<file path="src/pldt_pkg.sv">
// pin level duration timer: shared constants and carrier types
// assumes a single 10 MHz clock domain and sixteen general pins
package pldt_pkg;

  // ----------------------------------------------------------------
  // clock and tick timing
  // ----------------------------------------------------------------
  localparam int CLK_PERIOD_PS    = 100000;
  localparam int TICK_BASE_PS     = 2000000;
  localparam int TICK_MID_PS      = 800000;
  localparam int TICK_FAST_PS     = 750000;
  localparam int TICK_BASE_CYC    = TICK_BASE_PS / CLK_PERIOD_PS;
  localparam int TICK_MID_CYC     = TICK_MID_PS / CLK_PERIOD_PS;
  localparam int TICK_FAST_CYC    = TICK_FAST_PS / CLK_PERIOD_PS;

  // ----------------------------------------------------------------
  // widths and result values
  // ----------------------------------------------------------------
  localparam int PIN_COUNT        = 16;
  localparam int SEL_W            = 4;
  localparam int CNT_W            = 16;
  localparam logic [CNT_W-1:0] CNT_MAX    = 16'hFFFF;
  localparam logic [CNT_W-1:0] RES_RESET  = 16'h0000;
  localparam logic [CNT_W-1:0] RES_OVFL   = 16'h0000;
  localparam logic [CNT_W-1:0] CNT_FIRST  = 16'h0001;
  localparam logic [1:0]       SETTLE_LAST = 2'h2;

  typedef enum logic [1:0] {
    PLDT_VAR_BASE,
    PLDT_VAR_MID,
    PLDT_VAR_FAST
  } pldt_variant_t;

  typedef struct packed {
    logic [SEL_W-1:0] pin_sel;
    logic             level;
  } pldt_cmd_t;

  typedef struct packed {
    logic [CNT_W-1:0] count;
    logic             done;
  } pldt_res_t;

endpackage : pldt_pkg

</file>
<file path="src/pldt_tick_gen.sv">
// pin level duration timer: tick enable divider
// assumes clk from pldt_pkg timing; restarts on clear so first tick is a full period
`timescale 1ns/1ps
module pldt_tick_gen #(
  parameter int DIV_W = 8
) (
  input  wire logic             clk,
  input  wire logic             reset_n,
  input  wire logic             clear,
  input  wire logic [DIV_W-1:0] period,
  output logic                  tick
);
  import pldt_pkg::*;

  logic [DIV_W-1:0] div_q;

  // a one-bit divider cannot tell a full period from a restart
  if (DIV_W < 2) begin : g_width_chk
    $error("pldt_tick_gen: DIV_W too small");
  end

  // ----------------------------------------------------------------
  // divider
  // ----------------------------------------------------------------
  always_ff @(posedge clk or negedge reset_n) begin
    if (!reset_n) begin
      div_q <= '0;
      tick  <= 1'b0;
    end else if (clear) begin
      div_q <= '0;
      tick  <= 1'b0;
    end else if (div_q >= period - DIV_W'(1)) begin
      div_q <= '0;
      tick  <= 1'b1;
    end else begin
      div_q <= div_q + DIV_W'(1);
      tick  <= 1'b0;
    end
  end

endmodule : pldt_tick_gen

</file>
<file path="src/pldt_timer.sv">
// pin level duration timer: top level
// assumes pins come from outside the clock domain; start is a one-cycle pulse on clk
// assumes the selected pin already sits at the requested level when start comes
`timescale 1ns/1ps
module pldt_timer #(
  parameter pldt_pkg::pldt_variant_t    VARIANT   = pldt_pkg::PLDT_VAR_BASE,
  parameter logic [pldt_pkg::CNT_W-1:0] CNT_LIMIT = pldt_pkg::CNT_MAX
) (
  input  wire logic                                 clk,
  input  wire logic                                 reset_n,
  input  wire logic                                 start,
  input  wire pldt_pkg::pldt_cmd_t                  cmd,
  input  wire logic [pldt_pkg::PIN_COUNT-1:0]       pin_in,
  output logic      [pldt_pkg::PIN_COUNT-1:0]       pin_oe,
  output pldt_pkg::pldt_res_t                       result,
  output logic                                      busy
);
  import pldt_pkg::*;

  localparam int DIV_W = 8;

  typedef enum logic [1:0] {
    ST_IDLE,
    ST_SETTLE,
    ST_RUN
  } pldt_state_t;

  // ----------------------------------------------------------------
  // helpers
  // ----------------------------------------------------------------
  function automatic logic [DIV_W-1:0] tick_period(input pldt_variant_t v);
    unique case (v)
      PLDT_VAR_BASE: tick_period = DIV_W'(TICK_BASE_CYC);
      PLDT_VAR_MID:  tick_period = DIV_W'(TICK_MID_CYC);
      PLDT_VAR_FAST: tick_period = DIV_W'(TICK_FAST_CYC);
      default:       tick_period = DIV_W'(TICK_BASE_CYC);
    endcase
  endfunction : tick_period

  // one step of the tick count; wraps at the top, though the register stops at CNT_LIMIT and never wraps
  function automatic logic [CNT_W-1:0] count_next(input logic [CNT_W-1:0] n);
    count_next = n + CNT_FIRST;
  endfunction : count_next

  pldt_state_t              state_q;
  logic [PIN_COUNT-1:0]     sync1_q;
  logic [PIN_COUNT-1:0]     sync2_q;
  logic [SEL_W-1:0]         sel_q;
  logic                     level_q;
  logic [CNT_W-1:0]         cnt_q;
  logic [1:0]               settle_q;
  logic                     tick;
  logic                     clear;
  logic                     off_level;
  logic                     run_tick;
  logic                     hit_limit;
  logic                     hit_off;
  logic                     finish;

  // ----------------------------------------------------------------
  // elaboration checks
  // ----------------------------------------------------------------
  // every selector code must address a real pin
  if (PIN_COUNT != (1 << SEL_W)) begin : g_pin_chk
    $error("pldt_timer: pin count does not match selector width");
  end
  // the divider cannot count to a period wider than its own register
  if ((TICK_BASE_CYC >= (1 << DIV_W)) || (TICK_MID_CYC >= (1 << DIV_W)) ||
      (TICK_FAST_CYC < 1)) begin : g_div_chk
    $error("pldt_timer: tick period does not fit the divider");
  end
  // a zero limit would end every run on its first tick
  if (CNT_LIMIT == '0) begin : g_lim_chk
    $error("pldt_timer: count limit must not be zero");
  end

  // ----------------------------------------------------------------
  // pin synchroniser
  // ----------------------------------------------------------------
  always_ff @(posedge clk or negedge reset_n) begin
    if (!reset_n) begin
      sync1_q <= '0;
      sync2_q <= '0;
    end else begin
      sync1_q <= pin_in;
      sync2_q <= sync1_q;
    end
  end

  assign off_level = (sync2_q[sel_q] != level_q);
  assign clear     = (state_q != ST_RUN);

  pldt_tick_gen #(
    .DIV_W (DIV_W)
  ) u_tick (
    .clk     (clk),
    .reset_n (reset_n),
    .clear   (clear),
    .period  (tick_period(VARIANT)),
    .tick    (tick)
  );

  // ----------------------------------------------------------------
  // operand capture
  // ----------------------------------------------------------------
  always_ff @(posedge clk or negedge reset_n) begin
    if (!reset_n) begin
      sel_q   <= '0;
      level_q <= 1'b0;
    end else if (state_q == ST_IDLE && start) begin
      sel_q   <= cmd.pin_sel;
      level_q <= cmd.level;
    end
  end

  // ----------------------------------------------------------------
  // pin direction
  // ----------------------------------------------------------------
  // the block never drives pins; selected one is forced to input
  always_ff @(posedge clk or negedge reset_n) begin
    if (!reset_n) begin
      pin_oe <= '0;
    end else begin
      pin_oe <= '0;
    end
  end

  // ----------------------------------------------------------------
  // measurement decisions
  // ----------------------------------------------------------------
  // pin is looked at only on tick edges, never between them
  // the limit wins over the pin so a run past the limit reports zero
  // even when the pin happens to leave on that very tick
  assign run_tick  = (state_q == ST_RUN) && tick;
  assign hit_limit = run_tick && (cnt_q == CNT_LIMIT);
  assign hit_off   = run_tick && off_level && !hit_limit;
  assign finish    = hit_limit || hit_off;

  // ----------------------------------------------------------------
  // state sequence
  // ----------------------------------------------------------------
  // settle waits out the two synchroniser stages after the pin goes input
  always_ff @(posedge clk or negedge reset_n) begin
    if (!reset_n) begin
      state_q <= ST_IDLE;
    end else begin
      unique case (state_q)
        ST_IDLE: begin
          if (start) begin
            state_q <= ST_SETTLE;
          end
        end
        ST_SETTLE: begin
          if (settle_q == SETTLE_LAST) begin
            state_q <= ST_RUN;
          end
        end
        ST_RUN: begin
          if (finish) begin
            state_q <= ST_IDLE;
          end
        end
      endcase
    end
  end

  // ----------------------------------------------------------------
  // settle counter
  // ----------------------------------------------------------------
  // counts only in settle; parked at zero otherwise
  always_ff @(posedge clk or negedge reset_n) begin
    if (!reset_n) begin
      settle_q <= '0;
    end else if (state_q == ST_SETTLE) begin
      settle_q <= settle_q + 2'h1;
    end else begin
      settle_q <= '0;
    end
  end

  // ----------------------------------------------------------------
  // tick count
  // ----------------------------------------------------------------
  // cleared while idle so every run starts from zero
  always_ff @(posedge clk or negedge reset_n) begin
    if (!reset_n) begin
      cnt_q <= '0;
    end else if (state_q == ST_IDLE) begin
      cnt_q <= '0;
    end else if (run_tick && !finish) begin
      cnt_q <= count_next(cnt_q);
    end
  end

  // ----------------------------------------------------------------
  // result
  // ----------------------------------------------------------------
  // count holds between runs; done is a single-cycle strobe
  always_ff @(posedge clk or negedge reset_n) begin
    if (!reset_n) begin
      result <= '{count: RES_RESET, done: 1'b0};
    end else begin
      result.done <= finish;
      if (hit_limit) begin
        result.count <= RES_OVFL;
      end else if (hit_off) begin
        // the detecting tick counts, so an early exit yields one
        result.count <= count_next(cnt_q);
      end
    end
  end

  // ----------------------------------------------------------------
  // busy flag
  // ----------------------------------------------------------------
  // busy falls with done so the next start may follow on the next cycle
  always_ff @(posedge clk or negedge reset_n) begin
    if (!reset_n) begin
      busy <= 1'b0;
    end else if (state_q == ST_IDLE && start) begin
      busy <= 1'b1;
    end else if (finish) begin
      busy <= 1'b0;
    end
  end

endmodule : pldt_timer

</file>
<file path="config.mk">
export PLATFORM = sky130hd
export DESIGN_NAME = pldt_timer
export DESIGN_NICKNAME = d
export VERILOG_FILES = /design/src/pldt_pkg.sv /design/src/pldt_tick_gen.sv /design/src/pldt_timer.sv
export SDC_FILE = /design/constraint.sdc
export NUM_CORES = 1
export LEC_CHECK = 0
export ABC_AREA = 0
export ABC_CLOCK_PERIOD_IN_PS = 4300
export BUFFER_PORTS_ARGS = -buffer_cell sky130_fd_sc_hd__buf_4
export CAP_MARGIN = 20
export CELL_PAD_IN_SITES_DETAIL_PLACEMENT = 0
export CELL_PAD_IN_SITES_GLOBAL_PLACEMENT = 1
export CORE_MARGIN = 2
export CORE_UTILIZATION = 45
export CTS_CLUSTER_SIZE = 10
export DETAILED_ROUTE_END_ITERATION = 16
export GPL_TIMING_DRIVEN = 0
export PLACE_DENSITY = 0.81
export SYNTH_ARGS = -nofsm -noshare
export SYNTH_HDL_FRONTEND = slang
export SYNTH_SLANG_ARGS = --single-unit
</file>
<file path="constraint.sdc">
create_clock -name clk -period 4.3 [get_ports clk]
set_input_delay 1.075 -clock clk [delete_from_list [all_inputs] [get_ports clk]]
set_output_delay 1.075 -clock clk [all_outputs]
set_load 0.03 [all_outputs]
</file>
== Word-level counts from Yosys, hierarchy flattened ==
Cells that the tools add are included.

* Register bits after elaboration: 84
* Input bits: 24
* Output and inout bits: 34
* Logic and storage cells: 57

* Add/sub/neg operators: 3
* $lt $le $gt $ge: 2
* Equal/unequal tests: 9
* Mux-type cells: 17
* Reductions and logical operators: 14

{| class="wikitable"
|+ Operators by type and width
! operator !! number
|-
| $mux W16 || 4
|-
| $add A16 B1 Y16 const B || 1
|-
| $eq A16 B16 Y1 const B || 1
|-
| $mux W8 || 2
|-
| $add A8 B1 Y8 const B || 1
|-
| $ge A8 B5 Y1 const B || 1
|-
| $mux W2 || 4
|-
| $ne A2 B2 Y1 const B || 4
|-
| $logic_and A1 B1 Y1 || 6
|-
| $pmux W2 S3 || 1
|-
| $reduce_bool A2 Y1 || 3
|-
| $lt A4 B5 Y1 const B || 1
|-
| $mux W1 || 5
|-
| $bmux W1 S4 || 1
|-
| $eq A2 B2 Y1 const B || 2
|-
| $reduce_and A3 Y1 || 1
|-
| $add A2 B1 Y2 const B || 1
|-
| $eq A2 B1 Y1 const B || 1
|-
| $logic_not A1 Y1 || 2
|-
| $logic_not A2 Y1 || 1
|-
| $logic_or A1 B1 Y1 || 1
|-
| $ne A1 B1 Y1 || 1
|}

== Longest topological paths before layout ==
Gate-level depths: netlist (run 1).

* Depth in word-level cells: 10
* Mapped depth: 8
* Mapped depth without buffers: 7

== Modules after synthesis ==
Synthesis (run 1) repeated with hierarchy kept, for this count alone.

* Cell total of the unflattened synthesis: 333
* Area, all modules: 3975.1 µm²

{| class="wikitable"
|+ Modules (own cells, without submodules)
! module !! instances !! cells an instance !! area each (µm²) !! sequential area each (µm²)
|-
| pldt_timer || 1 || 264 || 3233.1 || 1876.8
|-
| pldt_tick_gen || 1 || 69 || 742.0 || 225.2
|}

== Worst setup path before layout (run 1) ==
OpenSTA, ideal clock, no wires.

* Path kind: register to register
* From: register sel_q[2]
* To: register cnt_q[14]
* Library setup time: 0.125 ns
* Arrival time: 2.427 ns
* Data required time: 4.175 ns
* Slack: 1.748 ns
* Cell stages (with the launch flop): 7
* Path buffers: 1
* Clock period less this slack: 2.552 ns
* Cells stage by stage: dfrtp_1 > mux4_1 > mux4_2 > xor2_2 > buf_4 > nor4_1 > mux2_2

* Word-level cells in the longest chain between the ends: 9

{| class="wikitable"
|+ Ends and longest elaborated chain
! item !! line !! RTL
|-
| start, declared || pldt_timer.sv:48 || <nowiki>logic [SEL_W-1:0] sel_q;</nowiki>
|-
| start signal, assigned || pldt_timer.sv:111 || <nowiki>sel_q <= cmd.pin_sel;</nowiki>
|-
| $bmux W1 S4 || pldt_timer.sv:90 || <nowiki>assign off_level = (sync2_q[sel_q] != level_q);</nowiki>
|-
| $mux W1 (not written as such) || pldt_timer.sv:90 ||
|-
| $ne A1 B1 Y1 || pldt_timer.sv:90 ||
|-
| $logic_and A1 B1 Y1 (2 in series) || pldt_timer.sv:136 || <nowiki>assign hit_off = run_tick && off_level && !hit_limit;</nowiki>
|-
| $logic_or A1 B1 Y1 || pldt_timer.sv:137 || <nowiki>assign finish = hit_limit || hit_off;</nowiki>
|-
| $logic_not A1 Y1 || pldt_timer.sv:190 || <nowiki>end else if (run_tick && !finish) begin</nowiki>
|-
| $logic_and A1 B1 Y1 || pldt_timer.sv:190 ||
|-
| $reduce_bool A2 Y1 (no line) || -- ||
|-
| end signal, assigned || pldt_timer.sv:191 || <nowiki>cnt_q <= count_next(cnt_q);</nowiki>
|-
| end, declared || pldt_timer.sv:50 || <nowiki>logic [CNT_W-1:0] cnt_q;</nowiki>
|}

No other way between the ends. The select of a mux whose other input is x is not followed.
A chain may end at the register's enable or synchronous reset.

== Worst setup path after layout (run 1) ==
* From: register cnt_q[0]
* To: register cnt_q[13]

* Word-level cells in the longest chain between the ends: 8
* Elaborated cells between the ends (all ways): 11
* Those cells by class: 1 x add/sub; 1 x eq/ne; 2 x mux; 7 x reduce/logical

{| class="wikitable"
|+ Ends and longest elaborated chain
! item
|-
| parallel branches: the longest is 8 deep, another holds $add A16 B1 Y16
|}

Several ways; the timed one is not identified. The select of a mux whose other input is x is not followed.

==> flow_summary_export.csv, run 1 <==
group,metric,value,unit
die,die_y,94.0,um
clocking,h-tree-depth,3,
setup_path,worstPathMaxFanout,10,
synth,ys_ff_latch,84,
place,pre_cts_ws,1530,ps
clocking,cts_tree,"yes",
global_routing,grt_pass1_vias,2341,
detailed_routing,antenna_left,0,
detailed_routing,post_drt_wl_per_cell,14.0,um
finish,layout-drive-gt1-share,27.8,%
die,fp.dieW,94.0,um
clocking,clk_pin_slew_worst_paths,90,ps
die,die_area,8830,sq um
synth,synth_warnings,0,
global_routing,grt.overflow.total,0,
clocking,cts_max_path_buffers,2,
clocking,cts_resized,0,
finish,syn_to_final_growth,19.8,%
timing,setup_slack,1480,ps
pwr,power_density,494,nW/um^2
timing,max_slew_margin,62.2,%
synth,synth-edff-count,0,
pwr,p_sw_share,36.8,%
synth,synth_largest_area_cell,"dfrtp_1",
setup_path,cp-start-kind,"register",
clocking,clock-sinks,84,
outcome,status,"complete, no violations",
place,port_buffers,41,
setup_path,worst_ep_required_time,4550,ps
setup_path,critical_path_class,"reg2reg",
detailed_routing,first_pass_iters,4,
place,gp_congestion,0.852,
detailed_routing,totalWireLength,6.62,mm
detailed_routing,drc_errors,0,
die,num_rows,32,
timing,hold_viol,0,
global_routing,grt_use_total,16.2,%
synth,async_flop_share,100,%
global_routing,grt_start_max_net_pins,85,
setup_path,cp_slowest_cell,"clkbuf_1",
setup_path,worstPathCellList,"ha_1 -> nand3_1 -> nor2_1 -> and4_1 -> buf_2 -> clkbuf_1 -> nor4_1 -> mux2_2",
timing,hold_slack,355,ps
clocking,cts_root_buf,"clkbuf_8",
pwr,seqPwrFrac,43.3,%
timing,max_freq,354,MHz
timing,skew,8.31,ps
synth,seq_area_frac_synth,57.7,%
detailed_routing,drt_iter0_drc,79,
timing,worst-slew-pin-transition,568,ps
synth,synth_top_cells_by_area,"dfrtp_1, mux2_2, o2bb2ai_1, buf_4, mux4_1",
global_routing,antenna_found_initial,0,
synth,synth-main-ff-cell,"dfrtp_1",
timing,grt_setup_unrepaired,"no",
finish,final_nets,396,
detailed_routing,viasPerCell,5.05,
timing,finalMaxSlewViolations,0,
synth,synth.cell_area,3640,sq um
timing,period_minus_slack,2820,ps
place,dp.final_hpwl,4.45,mm
finish,utilization,56.2,%
synth,avgSynthCellArea,12.3,sq um
synth,synth_cells,295,
die,start_util,46.9,%
setup_path,endpoint_kind,"register",
pwr,ir_drop,301,uV
timing,finalSetupTns,0,ps
min_path,hold_class,"reg2reg",
synth,yosysUniqueCellTypes,36,
clocking,cts_buffers,9,
pwr,total_power,2.15,mW
die,core,7770,sq um
pwr,combPwrFrac,31.6,%
timing,setup_viol,0,
pwr,p_switching,792,uW
setup_path,critPathMaxStageDelay,470,ps
pwr,p_leak,2.04,nW
pwr,intPower,1.36,mW
synth,synth_top_area_share,57.7,%
setup_path,arrival,3070,ps
pwr,clkPwrFrac,25.1,%
detailed_routing,num_vias,2387,
finish,antenna_cells,0,
flow_run,cap_violations,0,
clocking,insertion_delay,360,ps
clocking,cts_setup_buffers,0,
die,io_pins,58,
timing,min_period_over_period,65.7,%
global_routing,grt_pass1_wl,11.0,mm
clocking,cts_hold_buf,0,
path summary, 6_finish.rpt:
| path | to | slack (ps) | cells past startpoint | from |
|---|---|---|---|---|
| worst max-delay path | cnt_q[13] | 1480 | 8 | cnt_q[0] |
| worst min-delay path | sync2_q[15] | 350 | 0 | sync1_q[15] |
| worst max register to register | cnt_q[13] | 1480 | 8 | cnt_q[0] |
| min in group asynchronous | result[6] | 590 | 1 | reset_n |
| worst min register to register | sync2_q[15] | 350 | 0 | sync1_q[15] |
| max in group asynchronous | settle_q[1] | 3110 | 2 | reset_n |
Yosys cell counts, drive strengths merged (2+ instances only):
library cell	n
nand2	11
or3	2
nor2b	15
buf	21
nor4	12
o21ai	4
nor3	2
xor2	13
clkbuf	7
nand3	11
a211oi	2
o31ai	2
nand4	9
o2bb2ai	15
a21oi	2
mux4	5
and3	3
and4	2
mux2	20
dfrtp	84
xnor2	6
ha	6
inv	9
nor2	25
metal layers:
metal / track usage, % / part of all wire [%] / vias up
met4: 6.64 / 2.3 / 0
met2: 24.5 / 47 / 73
met1: 21.1 / 45 / 1157
met3: 6.02 / 5.9 / 17
met5: 0 / 0 / -
li1: - / - / 1140
power groups by stage:
| stage | Combinational (mW) | Sequential, mW | Clock, mW |
|---|---|---|---|
| floorplan | 0.468 | 0.964 | 0 |
| global placement | 0.665 | 0.948 | 0 |
| detailed placement | 0.680 | 0.951 | 0 |
| CTS | 0.682 | 0.935 | 0.561 |
| global route | 0.749 | 0.947 | 0.594 |
| finish | 0.680 | 0.933 | 0.541 |
flip-flops by register name, indices dropped and copies added (netlist names):
name and flops:
result 17, sync1_q 16, u_tick.tick 1, settle_q 2, sync2_q 16, busy 1
u_tick.div_q 8, sel_q 4, cnt_q 16, state_q 2, level_q 1
per-stage QoR:
stage / instances / cell area (sq um)
after floorplan: 313 / 3710
after global placement: 456 / 4140
after detailed placement: 456 / 4140
after CTS: 472 / 4340
after global routing: 473 / 4360
final: 473 / 4360
cell type report:
cell class / count / area, sq um
Buffer: 28 / 180
Tap cell: 102 / 128
Inverter: 9 / 33.8
Timing Repair Buffer: 42 / 335
Multi-Input combinational cell: 192 / 1390
Clock inverter: 7 / 67.6
Sequential cell: 84 / 2100
Fill cell: 696 / 3400
Clock buffer: 9 / 124
critical path, delay by kind of cell (launching register included):
kind / cells / cell delay, ps
flops: 1 / 440
buf+inv: 2 / 720
fa+ha+maj: 1 / 250
simple gates: 4 / 1030
mux: 1 / 290
layout by cell type, fill, tap and decap left out, drive strengths merged, types with 9 or more instances in the layout:
cell type | netlist | final
buf | 21 | 63
clkbuf | 7 | 16
conb | 1 | 19
dfrtp | 84 | 84
inv | 9 | 13
mux2 | 20 | 20
nand2 | 11 | 11
nand3 | 11 | 11
nand4 | 9 | 9
nor2 | 25 | 25
nor2b | 15 | 15
nor4 | 12 | 12
o2bb2ai | 15 | 15
xor2 | 13 | 13
cell families after synthesis:
logic type	after synthesis	share of synthesized area, %
AO/OA/AOI/OAI	27	5.98
XOR/XNOR	19	4.78
adder cells (fa/ha/maj)	6	2.06
buffers and inverters	37	5.88
flip-flops	84	57.7
multiplexers	25	9.69
other	1	0.103
AND/OR/NAND/NOR	96	13.8
Power figures use the tool's default switching activity.
==> run 2: changes to the inputs <==
ABC_AREA = 1   (was 0)
ABC_CLOCK_PERIOD_IN_PS = 2510   (was 4300)
CORE_UTILIZATION = 38   (was 45)
PLACE_DENSITY = 0.76   (was 0.81)
clock period = 2.51 ns   (was 4.3 ns; I/O delays follow)
==> flow_summary_export.csv, run 2 <==
group,metric,value,unit
detailed_routing,drc_errors,0,
setup_path,ff2ff_setup_slack,340,ps
synth,synth_compound_area_share,3.29,%
min_path,hold_class,"in2async",
setup_path,endpoint_kind,"register",
place,port_buffers,41,
synth,synth_top_area_share,56.5,%
synth,synth.cell_area,3720,sq um
outcome,status,"complete, no violations",
global_routing,grt_pass1_vias,2600,
synth,synth_top_family_by_area,"simple AND/OR/NAND/NOR gates",
synth,ys_top_cells_by_count,"nand2_1, dfrtp_1, nand3_1, inv_1, nor2_1",
synth,synth_largest_area_cell,"dfrtp_1",
setup_path,worst_ep_required_time,2760,ps
clocking,cts_resized,0,
clocking,cts_root_buf,"clkbuf_8",
timing,min_period_over_period,86.5,%
clocking,cts_buffers,9,
setup_path,worstPathCellList,"ha_1 -> nand2_2 -> nor2_4 -> nand2_2 -> nor2_4 -> nand2_2 -> nor3_2 -> nand4_2 -> nand2_2 -> inv_2 -> buf_6 -> nand2_1 -> o21ai_2",
setup_path,worstRegToRegCells,13,
pwr,ir_drop,358,uV
flow_run,cap_violations,0,
finish,layout-drive-gt1-share,21.0,%
setup_path,critPathMaxStageDelay,430,ps
setup_path,crit_top_cell,"nand2_2",
timing,max_freq,461,MHz
timing,grt_setup_unrepaired,"no",
synth,seq_area_frac_synth,56.5,%
synth,synth_top_cells_by_area,"dfrtp_1, nand2_1, nand3_1, inv_1, buf_4",
clocking,cts_setup_buffers,0,
synth,synth-edff-count,0,
finish,final_nets,510,
die,num_rows,36,
detailed_routing,post_drt_wl_per_cell,12.0,um
die,fp.dieW,103,um
timing,hold_slack,81.1,ps
synth,ys_ff_latch,84,
die,start_util,38.6,%
synth,synth_warnings,0,
finish,fill_cells,987,
setup_path,cp_slowest_cell,"dfrtp_1",
detailed_routing,drt_iter0_drc,117,
synth,synthMuxAreaShare,0,%
setup_path,arrival,2420,ps
synth,avgSynthCellArea,9.10,sq um
detailed_routing,totalWireLength,7.39,mm
finish,multi_input_area,1330,sq um
timing,setup_viol,0,
clocking,clock-sinks,84,
clocking,clk_pin_slew_worst_paths,80,ps
detailed_routing,num_vias,2724,
timing,max_slew_margin,60.4,%
pwr,power_density,783,nW/um^2
finish,mostFrequentLayoutCell,"nand2_1",
setup_path,startpoint,"cnt_q[0]",
clocking,cts_hold_buf,0,
global_routing,grt.overflow.total,0,
setup_path,cp-endpoint,"result[7]",
clocking,h-tree-depth,3,
finish,seq_area,2100,sq um
synth,yosys.cell_count.top_type,"nand2_1",
setup_path,r2r-end,"result[7]",
synth,yosysUniqueCellTypes,33,
setup_path,worstPathMaxFanout,10,
synth,synth_xor_area_share,2.12,%
synth,synth_cells,409,
timing,worst-slew-pin-transition,594,ps
synth,async_flop_share,100,%
die,die_y,103,um
finish,final_cell_mix,"nand2_1, dfrtp_1, buf_4",
synth,yosys.area_share.adder,2.02,%
global_routing,antenna_found_initial,0,
place,dp.final_hpwl,5.29,mm
finish,largest_register_ffs,17,
timing,period_minus_slack,2170,ps
detailed_routing,viasPerCell,4.41,
finish,regMostFlops,"result",
timing,skew,11.8,ps
synth,synth-main-ff-cell,"dfrtp_1",
clocking,cts_max_path_buffers,2,
global_routing,grt_pass1_wl,12.2,mm
detailed_routing,first_pass_iters,5,
setup_path,critical_path_class,"reg2reg",
place,dpl_cell_area,4260,sq um
die,die_area,10600,sq um
place,gp_congestion,0.867,
clocking,insertion_delay,360,ps
finish,syn_to_final_growth,21.2,%
timing,hold_viol,0,
detailed_routing,antenna_left,0,
pwr,p_leak,2.34,nW
finish,final_area,4510,sq um
global_routing,grt_use_total,15.3,%
setup_path,r2r_start,"cnt_q[0]",
global_routing,grt_start_max_net_pins,85,
timing,finalMaxSlewViolations,0,
die,io_pins,58,
setup_path,cp-start-kind,"register",
finish,antenna_cells,0,
clocking,cts_tree,"yes",
synth,synth-simple-area-share,26.3,%
timing,finalSetupTns,0,ps
die,core,9640,sq um
## run 2: metrics by stage
stage	worst slack, ps	cells	util [%]	power, mW
finish	339	618	46.8	3.54
global route	82.4	618	46.8	3.78
CTS	314	617	46.5	3.57
detailed placement	345	601	44.2	2.53
global placement	366	601	44.2	2.51
floorplan	685	427	-	2.25
## run 2: critical path: cells and delay by family (launching register included)
family | cells | cell delay (ps)
AO/OA/AOI/OAI | 1 | 50
adder cells (fa/ha/maj) | 1 | 280
buffers and inverters | 2 | 230
flip-flops | 1 | 430
AND/OR/NAND/NOR | 9 | 1060
## run 2: final cells by class
type,count,area share (%)
buffer,26,4.27
timing repair buffer,42,7.43
sequential,84,46.6
multi-input combinational,272,29.4
clock inverter,4,1.25
clock buffer,12,3.66
inverter,45,3.74
tap,133,3.69
## run 2: routing by layer
layer / vias up / routed length (um) / global-route usage (%)
met5: - / 0 / 0
met2: 53 / 3370 / 23.2
met1: 1271 / 3580 / 21.3
li1: 1391 / - / -
met4: 0 / 115 / 5.57
met3: 9 / 328 / 3.80
## run 2: worst min-delay path by stage
stage / start / endpoint / slack, ps / cells past startpoint
2_1_floorplan: reset_n / busy / 330 / 0
6_report: reset_n / u_tick.div_q[0] / 80 / 1
3_3_place_gp: sync1_q[10] / sync2_q[10] / 330 / 0
5_1_grt: reset_n / u_tick.div_q[3] / 60 / 1
4_1_cts: pin_in[5] / sync1_q[5] / 350 / 1
3_5_place_dp: sync1_q[2] / sync2_q[2] / 330 / 0
## run 2: power breakdown
group | leakage [nW] | internal, mW | switching [mW]
Sequential | 1.06 | 1.50 | 0.0882
Combinational | 1.17 | 0.302 | 0.610
Clock | 0.113 | 0.547 | 0.491
Total | 2.34 | 2.35 | 1.19
## run 2: cell families (layout without fill, tap and decap cells)
logic type,after synthesis,count (layout)
compound gates,20,20
xor+xnor,9,9
fa+ha+maj,6,6
buf+inv,71,129
flops,84,84
other cells,1,19
simple gates,218,218
==> run 3: changes to the inputs <==
CELL_PAD_IN_SITES_DETAIL_PLACEMENT = 1   (was 0)
CELL_PAD_IN_SITES_GLOBAL_PLACEMENT = 2   (was 1)
CORE_UTILIZATION = 31   (was 38)
SLEW_MARGIN = 15   (was default)
SYNTH_HIERARCHICAL = 1   (was default)
==> flow_summary_export.csv, run 3 <==
group,metric,value,unit
outcome,status,"complete, no violations",
global_routing,grt.overflow.total,0,
detailed_routing,antenna_left,0,
timing,min_period_over_period,90.3,%
global_routing,grt_use_total,14.0,%
detailed_routing,first_pass_iters,4,
synth,synth_largest_area_cell,"dfrtp_1",
synth,synth_top_area_share,52.6,%
finish,syn_to_final_growth,24.2,%
flow_run,cap_violations,0,
setup_path,endpoint_kind,"register",
detailed_routing,drc_errors,0,
place,dp.final_hpwl,6.66,mm
timing,period_minus_slack,2270,ps
synth,ys_ff_latch,84,
clocking,h-tree-depth,3,
synth,yosys.cell_count.top_type,"nand2_1",
clocking,cts_setup_buffers,0,
clocking,clk_pin_slew_worst_paths,60,ps
pwr,power_density,769,nW/um^2
setup_path,cp-start-kind,"register",
finish,fin_cells,705,
die,core,12600,sq um
synth,ys_top_cells_by_count,"nand2_1, dfrtp_1, inv_1, nand3_1, nor2_1",
timing,finalMaxSlewViolations,0,
finish,largest_register_ffs,17,
setup_path,critical_path_class,"reg2reg",
finish,layout-drive-gt1-share,18.4,%
die,start_util,31.6,%
finish,multi_input_area,1620,sq um
pwr,p_leak,2.52,nW
setup_path,worst_ep_required_time,2740,ps
global_routing,grt_start_max_net_pins,85,
finish,final_cell_mix,"nand2_1, dfrtp_1, buf_4",
die,fp.dieW,118,um
clocking,cts_root_buf,"clkbuf_16",
synth,async_flop_share,100,%
global_routing,antenna_found_initial,0,
synth,synth-main-ff-cell,"dfrtp_1",
die,io_pins,58,
timing,worst-slew-pin-transition,757,ps
die,die_y,118,um
global_routing,grt_pass1_wl,15.4,mm
detailed_routing,viasPerCell,4.23,
timing,max_freq,441,MHz
clocking,insertion_delay,340,ps
finish,seq_area,2100,sq um
clocking,cts_buffers,9,
synth,seq_area_frac_synth,52.6,%
global_routing,grt_pass1_vias,3105,
place,port_buffers,41,
clocking,cts_max_path_buffers,2,
finish,regMostFlops,"result",
finish,mostFrequentLayoutCell,"nand2_1",
synth,synth_top_cells_by_area,"dfrtp_1, nand2_1, inv_1, ha_1, nand3_1",
place,dp_cells,689,
die,die_area,13800,sq um
setup_path,worstPathMaxFanout,10,
setup_path,arrival,2500,ps
synth,synth-edff-count,0,
detailed_routing,num_vias,2982,
timing,skew,6.74,ps
synth,yosysUniqueCellTypes,35,
clocking,cts_tree,"yes",
synth,synth.cell_area,3990,sq um
timing,finalSetupTns,0,ps
timing,max_slew_margin,49.5,%
synth,synth_warnings,6,
finish,antenna_cells,0,
detailed_routing,post_drt_wl_per_cell,12.5,um
place,gp_congestion,0.789,
clocking,clock-sinks,84,
timing,setup_viol,0,
die,num_rows,41,
timing,hold_viol,0,
finish,utilization,39.3,%
finish,final_nets,567,
synth,synth_cells,441,
detailed_routing,totalWireLength,8.83,mm
timing,grt_setup_unrepaired,"no",
synth,avgSynthCellArea,9.06,sq um
min_path,hold_class,"in2async",
detailed_routing,drt_iter0_drc,120,
pwr,ir_drop,302,uV
finish,fill_cells,1516,
## run 3: cell count changes after synthesis, moves of 7 or more
cell / before / now
o21ai_0: 4 / 13
ha_1: 6 / 15
nor2_1: 30 / 37
xor2_1: 6 / 14
nand2_1: 118 / 104
inv_1: 40 / 54
## run 3: layout make-up
class	instances	share of cell area [%]
sequential	84	42.4
multi-input combinational	311	32.7
timing repair buffer	41	6.28
clock buffer	13	5.65
tap	172	4.34
inverter	56	4.24
buffer	25	3.81
clock inverter	3	0.530
## run 3: worst max-delay path, cell delays in order, from the launching register on
cell and delay (ps):
dfrtp_2 440, ha_1 210, nand2_1 70, nor2_2 130
nand3_2 110, nor2_2 140, nand4_2 140, or2_0 250
buf_6 140, nand3_4 100, nand2_4 110, buf_6 180
nand2_1 80, nand2_1 40
## run 3: timing repair
item                       in CTS  in global routing
hold buffers                    0                  0
setup endpoints to repair       0                 12
resized for setup               0                  1
## run 3: final timing paths
kind | from | endpoint | slack (ps) | depth (start not counted)
hold reg to reg | sync1_q[2] | sync2_q[2] | 350 | 0
hold / removal | reset_n | sync1_q[3] | 330 | 1
setup reg to reg | cnt_q[0] | cnt_q[15] | 240 | 13
min in group clk | sync1_q[2] | sync2_q[2] | 350 | 0
max in group asynchronous | reset_n | cnt_q[0] | 1620 | 1
setup / recovery | cnt_q[0] | cnt_q[15] | 240 | 13
## run 3: routing by layer
| layer | vias up | global-route usage [%] | wire length [um] |
|---|---|---|---|
| met5 | - | 0 | 0 |
| met1 | 1430 | 18.5 | 4270 |
| met3 | 10 | 2.47 | 233 |
| met2 | 38 | 22.2 | 4160 |
| met4 | 0 | 6.55 | 158 |
| li1 | 1504 | - | - |
## run 3: metrics by stage
stage | hold slack (ps) | power (mW) | instance area, sq um | setup WS [ps]
after floorplan | 331 | 2.23 | 4130 | 527
after global placement | 335 | 2.49 | 4650 | 168
after detailed placement | 336 | 2.52 | 4650 | 135
after CTS | 351 | 3.88 | 4950 | 136
after global routing | 360 | 4.06 | 4960 | 41.4
final | 326 | 3.81 | 4960 | 243
## run 3: cell families (layout without fill, tap and decap cells)
family                     count (synthesis)  in the layout  synth area share [%]
and+or+nand+nor                          203            203                  22.8
DFF                                       84             84                  52.6
buffers and inverters                     81            138                  9.99
AOI/OAI and AO/OA                         33             33                  4.61
xor gates and xnor gates                  23             23                  5.04
adders and majority gates                 15             15                  4.70
other                                      2             37                 0.188
## run 3: power breakdown
part	switching, mW	leakage (nW)	internal, mW
Clock	0.540	0.153	0.788
Combinational	0.620	1.30	0.299
Sequential	0.0906	1.07	1.48
Total	1.25	2.52	2.56
